==> src/updown_counter_pkg.sv <==
// Constants for the dual-clock up/down counter and its register map
package updown_counter_pkg;

  localparam int unsigned CNT_W         = 4;
  localparam int unsigned PIN_W         = 8;
  localparam logic [3:0]  COUNT_TOP     = 4'hF;
  localparam logic [3:0]  COUNT_BOTTOM  = 4'h0;
  localparam logic [3:0]  COUNT_STEP    = 4'h1;

  // Pin synchroniser bit order {preset[3:0], clear, load_n, down, up}
  localparam int unsigned PIN_UP        = 0;
  localparam int unsigned PIN_DOWN      = 1;
  localparam int unsigned PIN_LOAD_N    = 2;
  localparam int unsigned PIN_CLEAR     = 3;
  localparam int unsigned PIN_PRE_LSB   = 4;
  // Idle clocks high, load inactive, so reset release makes no edge
  localparam logic [7:0]  PIN_RST_VAL   = 8'h07;

  // Register byte addresses
  localparam logic [7:0]  ADDR_CONTROL  = 8'h00;
  localparam logic [7:0]  ADDR_PRESET   = 8'h04;
  localparam logic [7:0]  ADDR_STATUS   = 8'h08;
  localparam logic [7:0]  ADDR_EVENTS   = 8'h0C;

  // CONTROL fields
  localparam int unsigned CTL_CLEAR     = 0;
  localparam int unsigned CTL_LOAD      = 1;
  localparam logic [1:0]  CTL_RST       = 2'h0;
  localparam logic [3:0]  PRESET_RST    = 4'h0;

  // STATUS fields
  localparam int unsigned ST_CNT_LSB    = 0;
  localparam int unsigned ST_CARRY_N    = 4;
  localparam int unsigned ST_BORROW_N   = 5;
  localparam int unsigned ST_UP_LVL     = 6;
  localparam int unsigned ST_DOWN_LVL   = 7;

  // EVENTS fields, write one to clear
  localparam int unsigned EV_WRAP_UP    = 0;
  localparam int unsigned EV_WRAP_DOWN  = 1;
  localparam logic [1:0]  EV_RST        = 2'h0;

  localparam logic [1:0]  HTRANS_NONSEQ = 2'h2;
  localparam logic [31:0] RDATA_ZERO    = 32'h0000_0000;

endpackage : updown_counter_pkg

==> src/pin_sync.sv <==
// Two-stage synchroniser, one per input bit
`timescale 1ns/1ps
module pin_sync #(
  parameter int unsigned W       = 8,
  parameter logic [7:0]  RST_VAL = 8'h00
) (
  input  wire logic         clk,
  input  wire logic         rst_n,
  input  wire logic [W-1:0] async_in,
  output logic      [W-1:0] sync_out
);

  logic [W-1:0] meta_q;

  // First stage feeds only the second stage
  generate
    for (genvar i = 0; i < W; i++) begin : g_bit
      always_ff @(posedge clk) begin
        if (!rst_n) begin
          meta_q[i]   <= RST_VAL[i];
          sync_out[i] <= RST_VAL[i];
        end else begin
          meta_q[i]   <= async_in[i];
          sync_out[i] <= meta_q[i];
        end
      end
    end
  endgenerate

endmodule : pin_sync

==> src/updown_counter.sv <==
// Dual-clock 4-bit up/down counter with AHB-Lite register access
//
// Contract
// - Four-bit count changes only on a count clock edge, clear or preset.
// - Up clock rising while down clock high, no clear or load: increment.
// - Down clock rising while up clock high, no clear or load: decrement.
// - Carry and borrow rest high away from their terminal state.
// - At fifteen, carry follows the up clock level.
// - At zero, borrow follows the down clock level, also right after clear.
// - Carry and borrow are clock-shaped, usable as next stage clocks.
// - Load low without clear copies preset value, regardless of clocks.
// - Clear high forces zero, overrides both clocks and the load.
// - A clock low through clear or load counts its next rising edge.
//
// Chosen here: the AHB-Lite slave port and the register addresses.
`timescale 1ns/1ps
module updown_counter (
  input  wire logic        CLK,
  input  wire logic        RST_N,
  input  wire logic        UP_COUNT_CLOCK,
  input  wire logic        DOWN_COUNT_CLOCK,
  input  wire logic        PRESET_LOAD_N,
  input  wire logic        CLEAR_IN,
  input  wire logic [3:0]  PRESET_VALUE,
  output logic      [3:0]  COUNT_VALUE,
  output logic             CARRY_OUT_N,
  output logic             BORROW_OUT_N,
  input  wire logic        HSEL,
  input  wire logic [31:0] HADDR,
  input  wire logic [1:0]  HTRANS,
  input  wire logic        HWRITE,
  input  wire logic [2:0]  HSIZE,
  input  wire logic        HREADY,
  input  wire logic [31:0] HWDATA,
  output logic      [31:0] HRDATA,
  output logic             HREADYOUT,
  output logic             HRESP
);

  localparam int unsigned CW = updown_counter_pkg::CNT_W;

  logic [7:0]    pins_s;
  logic          up_s;
  logic          down_s;
  logic          load_n_s;
  logic          clear_s;
  logic [CW-1:0] preset_s;

  logic          up_q;
  logic          down_q;
  logic [CW-1:0] count_q;
  logic [CW-1:0] count_d;
  logic          carry_n_q;
  logic          borrow_n_q;

  logic [1:0]    ctrl_q;
  logic [CW-1:0] preset_reg_q;
  logic [1:0]    events_q;
  logic [1:0]    events_set;

  logic          clear_act;
  logic          load_act;
  logic [CW-1:0] load_val;
  logic          up_rise;
  logic          down_rise;
  logic          inc_ok;
  logic          dec_ok;

  logic          wr_pend_q;
  logic [7:0]    wr_addr_q;
  logic          addr_ok;
  logic [31:0]   rd_word;
  logic [31:0]   rdata_q;

  // Bus decode, terminal flags and register words
  logic          addr_in_map;
  logic          wr_commit;
  logic          wr_control;
  logic          wr_preset;
  logic          wr_events;
  logic [1:0]    events_clr;
  logic [1:0]    events_d;
  logic          step_free;
  logic          count_top;
  logic          count_bottom;
  logic          carry_d;
  logic          borrow_d;
  logic [31:0]   control_word;
  logic [31:0]   preset_word;
  logic [31:0]   status_word;
  logic [31:0]   events_word;

  // Pins come from outside the clock domain
  pin_sync #(
    .W       (updown_counter_pkg::PIN_W),
    .RST_VAL (updown_counter_pkg::PIN_RST_VAL)
  ) u_pin_sync (
    .clk      (CLK),
    .rst_n    (RST_N),
    .async_in ({PRESET_VALUE, CLEAR_IN, PRESET_LOAD_N, DOWN_COUNT_CLOCK, UP_COUNT_CLOCK}),
    .sync_out (pins_s)
  );

  assign up_s     = pins_s[updown_counter_pkg::PIN_UP];
  assign down_s   = pins_s[updown_counter_pkg::PIN_DOWN];
  assign load_n_s = pins_s[updown_counter_pkg::PIN_LOAD_N];
  assign clear_s  = pins_s[updown_counter_pkg::PIN_CLEAR];
  assign preset_s = pins_s[updown_counter_pkg::PIN_PRE_LSB +: CW];

  // Software clear and load act like the pins, ORed in
  assign clear_act = clear_s | ctrl_q[updown_counter_pkg::CTL_CLEAR];
  assign load_act  = ~load_n_s | ctrl_q[updown_counter_pkg::CTL_LOAD];
  assign load_val  = ~load_n_s ? preset_s : preset_reg_q;

  // Edge trackers keep running through clear and load, so a clock
  // held low across them still counts its next rise
  assign up_rise   = up_s & ~up_q;
  assign down_rise = down_s & ~down_q;

  // Both clocks moving at once gives no count; the driver must avoid it
  assign inc_ok = up_rise & down_s & ~down_rise;
  assign dec_ok = down_rise & up_s & ~up_rise;

  always_comb begin
    count_d = count_q;
    if (clear_act) begin
      count_d = updown_counter_pkg::COUNT_BOTTOM;
    end else if (load_act) begin
      count_d = load_val;
    end else if (inc_ok) begin
      count_d = count_q + updown_counter_pkg::COUNT_STEP;
    end else if (dec_ok) begin
      count_d = count_q - updown_counter_pkg::COUNT_STEP;
    end
  end

  always_ff @(posedge CLK) begin
    if (!RST_N) begin
      count_q <= updown_counter_pkg::COUNT_BOTTOM;
    end else begin
      count_q <= count_d;
    end
  end

  always_ff @(posedge CLK) begin
    if (!RST_N) begin
      up_q   <= updown_counter_pkg::PIN_RST_VAL[updown_counter_pkg::PIN_UP];
      down_q <= updown_counter_pkg::PIN_RST_VAL[updown_counter_pkg::PIN_DOWN];
    end else begin
      up_q   <= up_s;
      down_q <= down_s;
    end
  end

  // Judged on the next count, so outputs and count change at the same
  // edge and a cascaded stage never sees a stale terminal state
  assign carry_d  = ~((count_d == updown_counter_pkg::COUNT_TOP) & ~up_s);
  assign borrow_d = ~((count_d == updown_counter_pkg::COUNT_BOTTOM) & ~down_s);

  // Terminal outputs registered against the same edge as the count,
  // so they copy the clock shape with one cycle of lag
  always_ff @(posedge CLK) begin
    if (!RST_N) begin
      carry_n_q  <= 1'b1;
      borrow_n_q <= 1'b1;
    end else begin
      carry_n_q  <= carry_d;
      borrow_n_q <= borrow_d;
    end
  end

  assign COUNT_VALUE  = count_q;
  assign CARRY_OUT_N  = carry_n_q;
  assign BORROW_OUT_N = borrow_n_q;

  // Terminal states of the present count, for the wrap events
  assign count_top    = (count_q == updown_counter_pkg::COUNT_TOP);
  assign count_bottom = (count_q == updown_counter_pkg::COUNT_BOTTOM);

  // A wrap is only a wrap when the step really happens, so the event
  // path keeps the same priority as the count path
  assign step_free = ~clear_act & ~load_act;

  // Wrap events, sticky; a new event beats a clear in the same cycle
  assign events_set[updown_counter_pkg::EV_WRAP_UP]   = step_free & inc_ok & count_top;
  assign events_set[updown_counter_pkg::EV_WRAP_DOWN] = step_free & dec_ok & count_bottom;

  // AHB-Lite slave: zero wait states, always OKAY
  // A master therefore always sees its data phase one cycle later
  assign HREADYOUT = 1'b1;
  assign HRESP     = 1'b0;
  assign HRDATA    = rdata_q;

  // HSIZE is not decoded: every register is one whole word
  assign addr_ok     = HSEL & HREADY & (HTRANS == updown_counter_pkg::HTRANS_NONSEQ);
  assign addr_in_map = (HADDR[31:8] == 24'h00_0000);

  // Each register word is built apart from the address mux; unused
  // bits read as zero so software needs no masking
  always_comb begin
    control_word      = updown_counter_pkg::RDATA_ZERO;
    control_word[1:0] = ctrl_q;
  end

  // Preset register is four bits wide; the rest of the word reads zero
  always_comb begin
    preset_word         = updown_counter_pkg::RDATA_ZERO;
    preset_word[CW-1:0] = preset_reg_q;
  end

  // Levels are the synchronised ones, as the counter itself sees them
  always_comb begin
    status_word                                       = updown_counter_pkg::RDATA_ZERO;
    status_word[updown_counter_pkg::ST_CNT_LSB +: CW] = count_q;
    status_word[updown_counter_pkg::ST_CARRY_N]       = carry_n_q;
    status_word[updown_counter_pkg::ST_BORROW_N]      = borrow_n_q;
    status_word[updown_counter_pkg::ST_UP_LVL]        = up_s;
    status_word[updown_counter_pkg::ST_DOWN_LVL]      = down_s;
  end

  // Event bits sit in the low bits, both write one to clear
  always_comb begin
    events_word      = updown_counter_pkg::RDATA_ZERO;
    events_word[1:0] = events_q;
  end

  // Out-of-map reads return zero rather than aliasing a register
  always_comb begin
    rd_word = updown_counter_pkg::RDATA_ZERO;
    unique case (HADDR[7:0])
      updown_counter_pkg::ADDR_CONTROL: rd_word = control_word;
      updown_counter_pkg::ADDR_PRESET:  rd_word = preset_word;
      updown_counter_pkg::ADDR_STATUS:  rd_word = status_word;
      updown_counter_pkg::ADDR_EVENTS:  rd_word = events_word;
      default:                          rd_word = updown_counter_pkg::RDATA_ZERO;
    endcase
    if (!addr_in_map) begin
      rd_word = updown_counter_pkg::RDATA_ZERO;
    end
  end

  // Read data is latched in the address phase and stands in the data phase
  // until the next read, so the master may sample it late
  always_ff @(posedge CLK) begin
    if (!RST_N) begin
      rdata_q <= updown_counter_pkg::RDATA_ZERO;
    end else if (addr_ok && !HWRITE) begin
      rdata_q <= rd_word;
    end
  end

  // Address phase of a write is kept until its data phase;
  // HREADY low holds it
  always_ff @(posedge CLK) begin
    if (!RST_N) begin
      wr_pend_q <= 1'b0;
      wr_addr_q <= updown_counter_pkg::ADDR_CONTROL;
    end else if (HREADY) begin
      wr_pend_q <= addr_ok & HWRITE & addr_in_map;
      wr_addr_q <= HADDR[7:0];
    end
  end

  // Write data is only valid at the edge that ends the data phase, so a
  // stalled data phase must not commit early
  assign wr_commit  = wr_pend_q & HREADY;
  assign wr_control = wr_commit & (wr_addr_q == updown_counter_pkg::ADDR_CONTROL);
  assign wr_preset  = wr_commit & (wr_addr_q == updown_counter_pkg::ADDR_PRESET);
  assign wr_events  = wr_commit & (wr_addr_q == updown_counter_pkg::ADDR_EVENTS);

  // Soft clear and load are levels: software must write zero to release them
  always_ff @(posedge CLK) begin
    if (!RST_N) begin
      ctrl_q <= updown_counter_pkg::CTL_RST;
    end else if (wr_control) begin
      ctrl_q <= HWDATA[1:0];
    end
  end

  // Used only by the soft load; the pin load takes the preset pins
  always_ff @(posedge CLK) begin
    if (!RST_N) begin
      preset_reg_q <= updown_counter_pkg::PRESET_RST;
    end else if (wr_preset) begin
      preset_reg_q <= HWDATA[CW-1:0];
    end
  end

  // Write one to clear; a set in the same cycle as its clear wins
  assign events_clr = wr_events ? HWDATA[1:0] : updown_counter_pkg::EV_RST;
  assign events_d   = (events_q & ~events_clr) | events_set;

  // One flop per event bit; the next value is built above
  always_ff @(posedge CLK) begin
    if (!RST_N) begin
      events_q <= updown_counter_pkg::EV_RST;
    end else begin
      events_q <= events_d;
    end
  end

endmodule : updown_counter

==> config.mk <==
export PLATFORM = sky130hd
export DESIGN_NAME = updown_counter
export DESIGN_NICKNAME = d
export VERILOG_FILES = /design/src/updown_counter_pkg.sv /design/src/pin_sync.sv /design/src/updown_counter.sv
export SDC_FILE = /design/constraint.sdc
export NUM_CORES = 1
export LEC_CHECK = 0
export ABC_AREA = 0
export BUFFER_PORTS_ARGS = -buffer_cell sky130_fd_sc_hd__buf_4
export CAP_MARGIN = 20
export CORE_UTILIZATION = 47
export CTS_BUF_LIST = sky130_fd_sc_hd__clkbuf_8
export CTS_CLUSTER_SIZE = 14
export DETAILED_ROUTE_END_ITERATION = 16
export HOLD_SLACK_MARGIN = 0.02
export PLACE_DENSITY_LB_ADDON = 0.3
export REMOVE_ABC_BUFFERS = 1
export SYNTH_ARGS = -nofsm -noshare
export SYNTH_HDL_FRONTEND = slang
export SYNTH_SLANG_ARGS = --single-unit
==> constraint.sdc <==
create_clock -name CLK -period 2.3 [get_ports CLK]
set_input_delay 0.345 -clock CLK [delete_from_list [all_inputs] [get_ports CLK]]
set_output_delay 0.345 -clock CLK [all_outputs]
set_load 0.02 [all_outputs]
==> impl_table.tex <==
\begin{tabular}{lr}
\hline
Metric & Value \\
\hline
\multicolumn{2}{l}{\textbf{Run status}} \\
\quad Run status & complete, no violations \\
\multicolumn{2}{l}{\textbf{Power and ir drop}} \\
\quad Switching power & 421 uW \\
\quad Switching Share & 0.243 \\
\quad Fraction of power consumed by sequential logic & 0.520 \\
\quad Maximum VDD drop & 0.380 mV \\
\quad Overall power after layout & roughly 1700 uW \\
\quad Portion of total power attributed to combinational logic & 0.138 \\
\quad Leakage power & 0.00126 uW \\
\quad Power density normalized to cell area & 605 nW/um\^{}2 \\
\quad Total internal power & 1310 uW \\
\quad Clock Power Share & 0.341 \\
\multicolumn{2}{l}{\textbf{Timing}} \\
\quad Slew Viols, Final & 0 \\
\quad Sum of negative setup slack & 0 ns \\
\quad Post-route fraction of the period consumed by the critical path & 0.889 \\
\quad Setup Viol. Count Final & 0 \\
\quad Number of hold violations in the final report & 0 \\
\quad Final critical-path required period & 2.04 ns \\
\quad Worst Max-Slew Pin Slew & 0.739 ns \\
\quad Clk\_skew & 0.0155 ns \\
\quad Relative slew slack & 0.507 \\
\quad RSZ-0062 raised after global routing & false \\
\quad Worst hold margin & between 0.2 and 0.25 ns \\
\quad Maximum operating frequency & 0.489 GHz \\
\multicolumn{2}{l}{\textbf{Critical path}} \\
\quad Largest incremental delay on the critical path & 0.52 ns \\
\quad Buffers \& Inverters on Critical Path & 1 \\
\quad Kind of launch point of the worst setup path & flop \\
\quad Capturing element type of the critical path & flop \\
\quad Top Family by Delay on Critical Path & simple AND/OR/NAND/NOR gates \\
\quad Origin of the worst setup path & COUNT\_VALUE[1]\$\_SDFF\_PN0\_ \\
\quad Master of the slowest instance on the critical path & or4\_1 \\
\quad Data required time at the worst endpoint & $\sim$2.5 ns \\
\quad Worst r2r src & COUNT\_VALUE[1]\$\_SDFF\_PN0\_ \\
\quad Worst setup path category & flop to flop \\
\quad Cell breakdown of the critical path & inv\_1 -> ha\_1 -> nor4b\_2 -> a221o\_2 -> a21oi\_2 -> or4\_1 \\
\quad CP Data Arrival Time & 2.23 ns \\
\quad Worst-path fanout max & 7 \\
\multicolumn{2}{l}{\textbf{Placed design}} \\
\quad Port-buffer cells & 64 \\
\quad Routability-driven placement congestion ratio & around 0.8 \\
\quad Placed cell count & between 300 and 400 \\
\quad Half-perimeter wire length after detailed placement & 3.55 mm \\
\multicolumn{2}{l}{\textbf{Floorplan}} \\
\quad I/O pins & 122 \\
\quad Overall die area & about 5400 um\^{}2 \\
\quad Effective utilization at floorplan & 0.498 \\
\quad Chip Height & 73.2 um \\
\quad Placeable core region & roughly 4800 um\^{}2 \\
\quad Row count & 25 \\
\quad Die X & approximately 73 um \\
\multicolumn{2}{l}{\textbf{CTS}} \\
\quad Clock insertion delay at the later pin of the skew report & $\sim$0.31 ns \\
\quad Gates resized, CTS repair & 0 \\
\quad Clock tree from TritonCTS & built \\
\quad Number of buffers added to fix hold violations after cts & 0 \\
\quad Clk root buf & clkbuf\_8 \\
\quad Postcts setup bufs & 0 \\
\quad Clock sinks & 49 \\
\quad Clock transition at path regs & 0.09 ns \\
\quad Total number of H-tree levels & 2 \\
\quad Maximum number of buffers from clock root to sink & 2 \\
\quad CTS buffer count & 5 \\
\multicolumn{2}{l}{\textbf{Drt}} \\
\quad Mean routed wirelength per cell & 12.6 um \\
\quad DRC violation count after routing & 0 \\
\quad Overall routed net length & between 4 and 5 mm \\
\quad Number of antenna-violating nets in the routed design & 0 \\
\quad First-pass DRT Iterations & 4 \\
\quad Detail-routed via count per cell & 4.94 \\
\quad First-iteration detailed-routing DRC count & 65 \\
\quad Total number of vias & between 1500 and 2000 \\
\multicolumn{2}{l}{\textbf{Global route}} \\
\quad Pin count of the biggest net entering global routing & 25 \\
\quad Global-route wire length before repair & 7.07 mm \\
\quad Total global routing overflow & 0 \\
\quad Number of antenna violations at the first check in global routing & 0 \\
\quad Total GRT Usage & 0.175 \\
\quad Via count of the first global-routing pass & 1649 \\
\multicolumn{2}{l}{\textbf{Cells and area}} \\
\quad Share of post-route cells with drive strength above 1 & 0.295 \\
\quad Diodes inserted & 0 \\
\quad Number of filler instances in the final layout & $\sim$440 \\
\quad Final nets & 383 \\
\quad Total area of multi-input combinational cells & 1180 um\^{}2 \\
\quad Fin util & 0.597 \\
\quad Post-Layout Cell Count & roughly 370 \\
\quad Footprint of the flip-flops and latches & 981 um\^{}2 \\
\quad Area growth syn-to-layout & 20.0\% \\
\multicolumn{2}{l}{\textbf{Yosys}} \\
\quad Fraction of registers with async set or reset after synthesis & 0 \\
\quad Count of flip-flops with a built-in enable after synthesis & 0 \\
\quad \#FFs+latches synth & 49 \\
\quad Synthesized cell area & 2380 um\^{}2 \\
\quad Most frequently used flop master after synthesis & dfxtp\_1 \\
\quad Mapped Cells & 240 \\
\quad Synth warnings & 0 \\
\quad Avg Inst Size Synth & 9.92 um\^{}2 \\
\quad Register area share after synthesis & 0.412 \\
\quad Post-synthesis cell type count & 47 \\
\multicolumn{2}{l}{\textbf{Job}} \\
\quad Max-cap violation count & 0 \\
\multicolumn{2}{l}{\textbf{Min path}} \\
\quad Worst hold path startpoint & DOWN\_COUNT\_CLOCK \\
\quad Classification of the worst-slack hold path & primary input to flop \\
\hline
\end{tabular}
cell usage after synthesis, drive strengths merged, types with 2 or more instances:
library cell / count / area (um^2)
inv: 6 / 22.5
nor4b: 3 / 38.8
buf: 34 / 269
ha: 3 / 37.5
nor2: 28 / 105
xnor2: 3 / 26.3
a32oi: 4 / 35.0
nor3: 2 / 15.0
a22oi: 5 / 37.5
conb: 2 / 7.51
nand4b: 2 / 17.5
nor2b: 3 / 18.8
o211ai: 4 / 30.0
nand2: 6 / 30.0
a21oi: 5 / 32.5
o21a: 2 / 15.0
nor4: 10 / 103
dfxtp: 49 / 981
a21boi: 2 / 15.0
nand3b: 6 / 45.0
a22o: 2 / 17.5
and2: 13 / 81.3
clkbuf: 3 / 11.3
mux4: 2 / 45.0
nand2b: 10 / 62.6
mux2i: 16 / 160
nand4: 4 / 25.0
layer usage:
metal | part of all wire | vias up | track usage
met5 | 0 | - | 0
met4 | 0.018 | 0 | 0.0850
met3 | 0.11 | 8 | 0.0428
met2 | 0.46 | 102 | 0.307
met1 | 0.41 | 801 | 0.198
li1 | - | 893 | -
cells by family (layout without fill, tap and decap cells):
logic type               after synthesis  count (layout)  synth area share
AND/OR/NAND/NOR                       93              93             0.249
flip-flops                            49              49             0.412
buffers and inverters                 44              78             0.131
AO/OA/AOI/OAI                         28              28            0.0925
multiplexers                          18              18            0.0862
adder cells (fa/ha/maj)                3               3            0.0158
XOR/XNOR                               3               3            0.0110
other                                  2              26           0.00315
state kept, by name, indices dropped and copies added, names as in the netlist, 2 cells and up:
register and cells:
HRDATA 8, u_pin_sync.meta_q 8, u_pin_sync.sync_out 8, wr_addr_q 8, COUNT_VALUE 4, preset_reg_q 4
ctrl_q 2, events_q 2
metrics by stage:
stage               setup WS (ns)  area [um^2]
finish                      0.255         2860
global route                0.190         2860
CTS                         0.273         2860
detailed placement          0.290         2750
global placement            0.351         2750
floorplan                   0.328         2180
final cells by class:
| class | count | area share |
|---|---|---|
| inverter | 6 | 0.00788 |
| clock inverter | 2 | 0.0123 |
| multi-input combinational | 171 | 0.412 |
| sequential | 49 | 0.343 |
| tap | 67 | 0.0293 |
| clock buffer | 5 | 0.0241 |
| timing repair buffer | 65 | 0.171 |
layout by cell type (no fill, tap or decap), types with 5 or more instances in the layout:
| cell | n |
|---|---|
| a22oi_1 | 5 |
| and2_1 | 13 |
| buf_4 | 65 |
| clkbuf_8 | 5 |
| conb_1 | 26 |
| dfxtp_1 | 49 |
| inv_1 | 6 |
| mux2i_1 | 16 |
| nand2_1 | 5 |
| nand2b_1 | 10 |
| nand3b_1 | 6 |
| nor2_1 | 28 |
| nor4_1 | 5 |
worst paths after layout:
| kind | to | slack [ns] | cells after the start |
|---|---|---|---|
| max | BORROW_OUT_N$_SDFF_PN1_ | 0.26 | 6 |
| min | u_pin_sync.meta_q[1]$_SDFF_PN1_ | 0.22 | 2 |
| max reg2reg | BORROW_OUT_N$_SDFF_PN1_ | 0.26 | 6 |
| min reg2reg | u_pin_sync.sync_out[1]$_SDFF_PN1_ | 0.41 | 1 |
power groups by stage:
stage | Clock [uW] | Combinational (uW) | Sequential, uW
finish | 590 | 239 | 899
global route | 639 | 260 | 903
CTS | 598 | 240 | 899
detailed placement | 0 | 239 | 919
global placement | 0 | 235 | 918
floorplan | 0 | 125 | 920
Note: power is estimated with default switching activity, not from simulation.
